**src/core/pag_map.vh**
```
// Register offsets, field positions and reset values for the port A block
`ifndef PAG_MAP_VH
`define PAG_MAP_VH
`define PAG_OFS_DATA 4'h0
`define PAG_OFS_DIR 4'h1
`define PAG_OFS_ANSEL 4'h2
`define PAG_OFS_STEER 4'h3
`define PAG_RST_DIR 8'hFF
`define PAG_RST_ANSEL 8'h3F
`define PAG_RST_LATCH 8'h00
`define PAG_RST_STEER 2'h0
`define PAG_ANSEL_MASK 8'h3F
`define PAG_STEER_CCP_BIT 0
`define PAG_STEER_SS_BIT 1
`define PAG_BIT_SS_ALT 0
`define PAG_BIT_VREF 3
`define PAG_BIT_T0CLK 4
`define PAG_BIT_SS_MAIN 5
`endif

```
**src/core/pag_port_a.v**
```verilog
// Port A general-purpose I/O with analog select and pin steering
// Summary of operation
// - Eight pins, each digital in or out
// - Direction one tristates, zero drives latch
// - Read gives pins, write loads latch
// - Writes load the whole latch from the bus
// - Direction controls drivers even when analog
// - Analog pins read back as zero
// - Analog bits 5..0 select analog per pin
// - Analog select never affects digital output
// - Enabled peripheral may claim the pin
// - Steering bit 1 picks slave-select pin
// - Steering bit 0 picks capture pin
// - Timer0 clock works in any direction
// - Bit 3 also feeds ADC reference
`timescale 1ns/100ps
`default_nettype none
`include "pag_map.vh"
module pag_port_a #(
  parameter WIDTH = 8
) (
  input wire core_clk_in,
  input wire rst_n_in,
  input wire [3:0] addr_in,
  input wire [7:0] wdata_in,
  input wire wr_in,
  input wire rd_in,
  output reg [7:0] rdata_out,
  input wire [WIDTH-1:0] pad_in,
  output wire [WIDTH-1:0] pad_out,
  output wire [WIDTH-1:0] pad_oe_n_out,
  input wire [WIDTH-1:0] periph_own_in,
  input wire [WIDTH-1:0] periph_data_in,
  input wire [WIDTH-1:0] periph_oe_n_in,
  output wire [5:0] analog_sel_out,
  output wire adc_vref_out,
  output wire timer_zero_ext_clock_out,
  output wire ss_out,
  input wire pc_bit1_in,
  input wire pb_bit3_in,
  input wire capture_unit_two_out_in,
  input wire capture_unit_two_oe_n_in,
  output wire capture_unit_two_capture_out,
  output wire pc_bit1_o_out,
  output wire pc_bit1_oe_n_out,
  output wire pb_bit3_o_out,
  output wire pb_bit3_oe_n_out
);
  reg rst_s1_r;
  reg rst_s2_r;
  wire rst_n = rst_s2_r;
  always @(posedge core_clk_in or negedge rst_n_in) begin
    if (!rst_n_in) begin
      rst_s1_r <= 1'b0;
      rst_s2_r <= 1'b0;
    end else begin
      rst_s1_r <= 1'b1;
      rst_s2_r <= rst_s1_r;
    end
  end

  reg [WIDTH-1:0] latch_r;
  reg [WIDTH-1:0] dir_r;
  reg [7:0] ansel_r;
  reg [1:0] steer_r;
  wire [WIDTH-1:0] ansel_w = ansel_r[WIDTH-1:0];
  wire [WIDTH-1:0] pin_digital;
  wire [7:0] pins8 = pin_digital[7:0];

  genvar i;
  generate
    for (i = 0; i < WIDTH; i = i + 1) begin : g_pin
      assign pad_out[i] = periph_own_in[i] ? periph_data_in[i] : latch_r[i];
      assign pad_oe_n_out[i] = periph_own_in[i] ? periph_oe_n_in[i] : dir_r[i];
      assign pin_digital[i] = pad_in[i] & ~ansel_w[i];
    end
  endgenerate

  assign adc_vref_out = pad_in[`PAG_BIT_VREF];
  // pad level clocks timer, any direction
  assign timer_zero_ext_clock_out = pad_in[`PAG_BIT_T0CLK];
  assign analog_sel_out = ansel_r[5:0];

  always @(posedge core_clk_in or negedge rst_n) begin
    if (!rst_n) begin
      latch_r <= `PAG_RST_LATCH;
      dir_r <= `PAG_RST_DIR;
      ansel_r <= `PAG_RST_ANSEL;
      steer_r <= `PAG_RST_STEER;
    end else if (wr_in) begin
      if (addr_in == `PAG_OFS_DATA) begin
        // byte write: all bits from bus
        latch_r <= wdata_in[WIDTH-1:0];
      end else if (addr_in == `PAG_OFS_DIR) begin
        dir_r <= wdata_in[WIDTH-1:0];
      end else if (addr_in == `PAG_OFS_ANSEL) begin
        ansel_r <= wdata_in & `PAG_ANSEL_MASK;
      end else if (addr_in == `PAG_OFS_STEER) begin
        steer_r <= wdata_in[1:0];
      end
    end
  end

  always @(posedge core_clk_in or negedge rst_n) begin
    if (!rst_n) begin
      rdata_out <= 8'h00;
    end else if (rd_in) begin
      if (addr_in == `PAG_OFS_DATA) begin
        rdata_out <= pins8;
      end else if (addr_in == `PAG_OFS_DIR) begin
        rdata_out <= dir_r;
      end else if (addr_in == `PAG_OFS_ANSEL) begin
        rdata_out <= ansel_r;
      end else if (addr_in == `PAG_OFS_STEER) begin
        rdata_out <= {6'h00, steer_r};
      end else begin
        rdata_out <= 8'h00;
      end
    end else begin
      rdata_out <= 8'h00;
    end
  end

  pag_pin_mux u_mux (
    .steer_in(steer_r),
    .pa_digital_in(pins8),
    .pc_bit1_in(pc_bit1_in),
    .pb_bit3_in(pb_bit3_in),
    .capture_unit_two_out_in(capture_unit_two_out_in),
    .capture_unit_two_oe_n_in(capture_unit_two_oe_n_in),
    .ss_out(ss_out),
    .capture_unit_two_capture_out(capture_unit_two_capture_out),
    .pc_bit1_o_out(pc_bit1_o_out),
    .pc_bit1_oe_n_out(pc_bit1_oe_n_out),
    .pb_bit3_o_out(pb_bit3_o_out),
    .pb_bit3_oe_n_out(pb_bit3_oe_n_out)
  );
endmodule
`default_nettype wire

```
**src/core/pag_pin_mux.v**
```verilog
// Pin steering for the slave-select input and capture unit two
`timescale 1ns/100ps
`default_nettype none
`include "pag_map.vh"
module pag_pin_mux (
  input wire [1:0] steer_in,
  input wire [7:0] pa_digital_in,
  input wire pc_bit1_in,
  input wire pb_bit3_in,
  input wire capture_unit_two_out_in,
  input wire capture_unit_two_oe_n_in,
  output wire ss_out,
  output wire capture_unit_two_capture_out,
  output wire pc_bit1_o_out,
  output wire pc_bit1_oe_n_out,
  output wire pb_bit3_o_out,
  output wire pb_bit3_oe_n_out
);
  wire ss_alt = steer_in[`PAG_STEER_SS_BIT];
  wire ccp_alt = steer_in[`PAG_STEER_CCP_BIT];
  assign ss_out = ss_alt ? pa_digital_in[`PAG_BIT_SS_ALT] : pa_digital_in[`PAG_BIT_SS_MAIN];
  assign capture_unit_two_capture_out = ccp_alt ? pb_bit3_in : pc_bit1_in;
  assign pc_bit1_o_out = capture_unit_two_out_in;
  assign pb_bit3_o_out = capture_unit_two_out_in;
  // Unselected pin stays released
  assign pc_bit1_oe_n_out = ccp_alt ? 1'b1 : capture_unit_two_oe_n_in;
  assign pb_bit3_oe_n_out = ccp_alt ? capture_unit_two_oe_n_in : 1'b1;
endmodule
`default_nettype wire

```
**config.mk**
```make
export PLATFORM = sky130hd
export DESIGN_NAME = pag_port_a
export DESIGN_NICKNAME = d
export VERILOG_FILES = /design/src/core/pag_port_a.v /design/src/core/pag_pin_mux.v
export VERILOG_INCLUDE_DIRS = /design/src /design/src/core
export SDC_FILE = /design/constraint.sdc
export NUM_CORES = 1
export LEC_CHECK = 0
export ABC_AREA = 1
export BUFFER_PORTS_ARGS = -buffer_cell sky130_fd_sc_hd__buf_2
export CORE_ASPECT_RATIO = 1.25
export CORE_MARGIN = 5
export CORE_UTILIZATION = 50
export DETAILED_ROUTE_END_ITERATION = 12
export PLACE_DENSITY = 0.85
export SYNTH_ARGS = -nofsm -noshare
export SYNTH_HDL_FRONTEND = slang
export SYNTH_HIERARCHICAL = 1
export SYNTH_SLANG_ARGS = --single-unit
```
**constraint.sdc**
```tcl
create_clock -name core_clk_in -period 2.2 [get_ports core_clk_in]
set_input_delay 0.11 -clock core_clk_in [delete_from_list [all_inputs] [get_ports core_clk_in]]
set_output_delay 0.11 -clock core_clk_in [all_outputs]
set_load 0.01 [all_outputs]
```
==> results of run 1 <==
[path summary, 6_finish.rpt]
kind	from	endpoint	slack, ns	depth (start not counted)
worst max-delay path	ansel_r[0]$_DFFE_PN1P_	ss_out	0.85	6
worst min-delay path	wdata_in[6]	latch_r[6]$_DFFE_PN0P_	0.05	3
worst max register to register	ansel_r[0]$_DFFE_PN1P_	rdata_out[0]$_DFF_PN0_	1.14	7
worst min register to register	rst_n$_DFF_PN0_	latch_r[4]$_DFFE_PN0P_	0.07	0
max in group asynchronous	rst_n$_DFF_PN0_	dir_r[5]$_DFFE_PN1P_	1.50	1
min in group asynchronous	rst_n$_DFF_PN0_	latch_r[4]$_DFFE_PN0P_	0.07	0
[layout make-up]
class                           count  share of cell area [%]
Sequential cell                    34                    36.0
Timing Repair Buffer               89                    18.9
Clock buffer                        7                    3.58
Inverter                           47                    7.31
Clock inverter                      1                   0.207
Multi-Input combinational cell    162                    32.0
Tap cell                           40                    2.07
[per-layer routing]
metal / wire, um / vias up / GRT usage (%)
li1: - / 947 / -
met2: 2330 / 57 / 34.1
met3: 290 / 7 / 5.23
met5: 0 / - / 0
met4: 70 / 0 / 7.40
met1: 1700 / 795 / 21.3
[state kept, by name (all words and copies together) (netlist names)]
name and count:
latch_r 8, rst_n 1, rst_s1_r 1, steer_r 2, ansel_r 6, rdata_out 8
dir_r 8
[report_power, final]
part           switching, uW  total, uW  internal (uW)  leakage [uW]
registers               73.3        850            777      0.000400
clock network            216        468            252     0.0000482
logic                    252        427            175      0.000962
total                    541       1740           1200       0.00141
[placed cells by master, fill, tap and decap left out]
| master | instances |
|---|---|
| nor3_4 | 1 |
| conb_1 | 1 |
| inv_1 | 45 |
| a21oi_1 | 2 |
| clkinv_2 | 1 |
| nor2_8 | 1 |
| nand2_4 | 2 |
| inv_2 | 2 |
| buf_2 | 86 |
| dlygate4sd3_1 | 1 |
| clkbuf_1 | 1 |
| o21ai_1 | 2 |
| dfrtp_1 | 20 |
| o21ai_0 | 30 |
| nand3_1 | 33 |
| nor2_1 | 2 |
| o21ai_2 | 2 |
| nand2_1 | 82 |
| dfstp_2 | 14 |
| nor2_4 | 3 |
| nor2_2 | 1 |
| buf_4 | 2 |
| clkbuf_8 | 6 |
[worst register-to-register path, cell delays in order, from the launching register on]
cell	delay [ns]
dfstp_2	0.56
inv_1	0.04
nand2_1	0.08
nand3_1	0.07
nand2_1	0.08
inv_1	0.04
nand2_1	0.05
inv_1	0.04
[per-stage QoR]
stage	cells	util, %	total power (uW)	instance area (sq um)	hold WS (ns)
5_1_grt	380	64.8	1870	2410	0.0588
4_1_cts	380	64.8	1760	2410	0.0459
3_5_place_dp	371	62.1	1290	2310	-0.102
3_3_place_gp	371	62.1	1270	2310	-0.104
6_report	380	64.8	1740	2410	0.0507
2_1_floorplan	253	-	1100	1890	-0.186
==> out/results.ini, run 1 <==
[outcome]
run_status=complete, no violations

[global_routing]
grt_start_max_net_pins=30
grt_first_pass_wirelength_um=7620
grt_util_all_layers_pct=19.1
antenna_found_initial=0
grt-ovfl-total=0
grt_pass1_vias=1764

[die]
core-area_sq_um=3720
initial_core_util_pct=50.8
die_w_um=65
die_y_um=78.8
ios=90
rows=25
fp.dieArea_sq_um=5120

[setup_path]
end_kind=output port
critPathSlowestCell=dfstp_2
path_max_fanout=4
crit_family=flip-flops
path_cells=inv_1, nand2_1, inv_1, nand2_1, nand2_1, buf_2
worst_ep_arrival_time_ns=1.24
criticalPathCategory=reg -> out
crit_path_max_incr_delay_ns=0.56
cp_common_cell=nand2_1
required_ns=2.09
start_kind=flop
cp.buffers_inverters=3

[clock_network]
cts.clk_slew.worst_paths_ns=0.07
cts_buffer_depth=2
cts_inserted_buffers=5
htree_levels=2
cts_hold_buffers=1
post_cts_buffers=0
clock-sinks=34
cts_tree=built
root_buffer=clkbuf_8
clk-insertion-delay-late_ns=0.29
cts_resized=0

[detailed_routing]
wl_um=4390
vias_per_cell=4.75
wl_per_cell_um=11.6
drt_pass1_iterations=5
ant_nets=0
dr.first_iter.drc_count=102
num_vias=1806
drc=0

[job]
maxCapViolCount=0

[synth]
syn_area_per_cell_sq_um=7.47
syn-cell-area_sq_um=1890
syn_nets=305
netlist_instances=253
yosys_warnings=6

[layout]
multi_input_area_sq_um=771
nNetsFinal=391
diodes=0
area_delta_synth_final_pct=27.6
fill_cells=313
drive_above_1_share_pct=35.6
regArea_sq_um=868

[timing]
tns_ns=0
final_hold_viol_count=0
fin_crit_sh_pct=61.2
drv_slew=0
setup-violations-final=0
rsz0062_at_grt=no
skew_ns=0.00902
worst_slack_ns=0.855
fmax_mhz=743
fin_crit_ns=1.35

[pwr]
leakage_uw=0.00141
p_per_area_nw_per_um2=723
vdd_drop_max_mv=0.437

[placed_design]
detailed_place_hpwl_um=3500
place.gp.congestion=0.823
dp_slack_ns=0.915
io_buffer_count=86

[min_path]
hold_path.class=in -> reg

No activity file was read; power rests on OpenSTA's default activity.
==> inputs of run 2 (changes only) <==
CORE_UTILIZATION = 42   (was 50)
PLACE_DENSITY = 0.76   (was 0.85)
clock period = 1.1 ns   (was 2.2 ns; I/O delays follow)
==> run 2 against run 1 <==
Effect of this change:
- the flow now finishes with violations (negative setup slack)
- die area is 16% higher
- clock power grew 100%
- critical path type unchanged
- register-to-register slack got worse by 1.2 ns
- clock skew fell by 0.0031 ns
- power increased by 120%
- sequential power up 99%
- combinational power increased to 2.7 times the previous value
==> out/results.ini, run 2 (synthesis results as in run 1) <==
[layout]
final_area_sq_um=2650
final_common_cell=buf_2
fill_cells=391
nNetsFinal=410
diodes=0
most-common-layout-cells=buf_2, nand2_1, inv_1
area_delta_synth_final_pct=40.4
drive_above_1_share_pct=44.8
reg_top3=dir_r (8), latch_r (8), rdata_out (8)

[clock_network]
htree_levels=2
cts_buffer_depth=2
cts_tree=built
clk-insertion-delay-late_ns=0.28
clock-sinks=34
root_buffer=clkbuf_8
cts_inserted_buffers=5
cts.clk_slew.worst_paths_ns=0.07

[pwr]
p_per_area_nw_per_um2=1420
internal-power_uw=2600
clockPowerShare_pct=25.1
p_sw_share_pct=31.2
combPwrFrac_pct=30.2
p_sw_uw=1180
vdd_drop_max_mv=0.906
pwr-share-seq_pct=44.7
leakage_uw=0.00151

[die]
rows=27
fp.dieArea_sq_um=5950
ios=90
initial_core_util_pct=43.0
core-area_sq_um=4390
die_y_um=85.0
die_w_um=70.0

[timing]
worst_slack_ns=-0.140
drv_slew=0
tns_ns=-0.692
rsz0062_at_grt=yes
fin_crit_sh_pct=113
fmax_mhz=806
skew_ns=0.00592
setup-violations-final=11
fin_crit_ns=1.24
final_hold_viol_count=0

[detailed_routing]
dr.first_iter.drc_count=86
drc=0
wl_per_cell_um=11.7
ant_nets=0
wl_um=4870
drt_pass1_iterations=4
vias_per_cell=4.60
num_vias=1919

[global_routing]
grt_first_pass_wirelength_um=7960
grt-ovfl-total=0
grt_pass1_vias=1796
grt_util_all_layers_pct=16.6
grt_start_max_net_pins=33
antenna_found_initial=0

[min_path]
min_from=wdata_in[4]
hold_path.class=in -> reg

[placed_design]
place.gp.congestion=0.864
io_buffer_count=86
detailed_place_hpwl_um=3730
post_dp_cell_area_sq_um=2370

[setup_path]
end_kind=output port
worst_ep_arrival_time_ns=1.19
required_ns=1.04
crit_start=ansel_r[5]$_DFFE_PN1P_
criticalPathCategory=reg -> out
path_max_fanout=2
rr_startpoint=ansel_r[5]$_DFFE_PN1P_
start_kind=flop

[job]
maxCapViolCount=0

[outcome]
run_status=complete, but fails checks
violations=negative setup slack

==> run 2: changes by cell type in the layout (fill, tap and decap cells not counted), moves of 3 or more <==
| cell | change |
|---|---|
| o21ai_0 | -9 |
| buf_6 | +4 |
| buf_4 | +14 |
| inv_1 | -12 |
| o21ai_2 | +7 |
| inv_2 | +12 |
| nand2_1 | -3 |
| nand2_2 | +3 |
==> run 2: final timing paths <==
| check | to | slack, ns | cells past startpoint |
|---|---|---|---|
| max | ss_out | -0.14 | 6 |
| min | ansel_r[4]$_DFFE_PN1P_ | 0.01 | 3 |
| max reg2reg | rdata_out[5]$_DFF_PN0_ | -0.06 | 9 |
| min reg2reg | latch_r[6]$_DFFE_PN0P_ | 0.22 | 1 |
| max in group asynchronous | ansel_r[1]$_DFFE_PN1P_ | 0.63 | 1 |
| min in group asynchronous | rst_s1_r$_DFF_PN0_ | 0.10 | 2 |
==> run 2: critical path, stage by stage (launching register included) <==
cell and delay, ns:
dfstp_2 0.54, inv_2 0.04, nand2_2 0.06, inv_2 0.03, nand2_1 0.06, nand2_1 0.05, buf_2 0.13
==> run 2: repair_timing <==
| action | CTS | global route |
|---|---|---|
| buffers inserted | 11 | 3 |
| setup endpoints to repair | 9 | 16 |
| endpoints found under the hold margin | 5 | 0 |
| gates resized for setup | 21 | 15 |
| pin swaps | 2 | 5 |
| hold buffers | 3 | 0 |
==> run 2: cell type report <==
cell class | count | area, sq um | share of cell area [%]
flip-flops and latches | 34 | 868 | 32.7
multi-input cells | 162 | 810 | 30.5
repair buffers | 108 | 636 | 24.0
inverters | 47 | 176 | 6.65
clock buffers | 7 | 86.3 | 3.25
well taps | 58 | 72.6 | 2.73
clock inverters | 1 | 5.00 | 0.189
==> run 2: power by group through the flow <==
stage / clock, uW / combinational [uW] / sequential [uW]
global placement: 0 / 857 / 1710
detailed placement: 0 / 875 / 1710
CTS: 974 / 1070 / 1690
finish: 947 / 1140 / 1690
floorplan: 0 / 482 / 1710
global route: 1040 / 1270 / 1710
==> run 2: per-layer routing <==
layer / up-vias / part of all wire, % / GRT usage, %
met5: - / 0 / 0
met4: 0 / 2.0 / 5.92
met3: 10 / 4.9 / 3.67
met2: 51 / 53 / 30.4
met1: 872 / 40 / 18.8
li1: 986 / - / -
==> run 2: per-stage QoR <==
step / utilization (%) / hold slack, ns / power (uW) / setup WS [ns] / cells
5_1_grt: 60.4 / 0.0115 / 4030 / -0.179 / 417
3_5_place_dp: 53.9 / -0.156 / 2590 / 0.0219 / 392
3_3_place_gp: 53.9 / -0.159 / 2570 / 0.0644 / 392
6_report: 60.4 / 0.00953 / 3770 / -0.140 / 417
4_1_cts: 59.1 / 0.00391 / 3730 / -0.163 / 414
2_1_floorplan: - / -0.241 / 2190 / 0.109 / 253
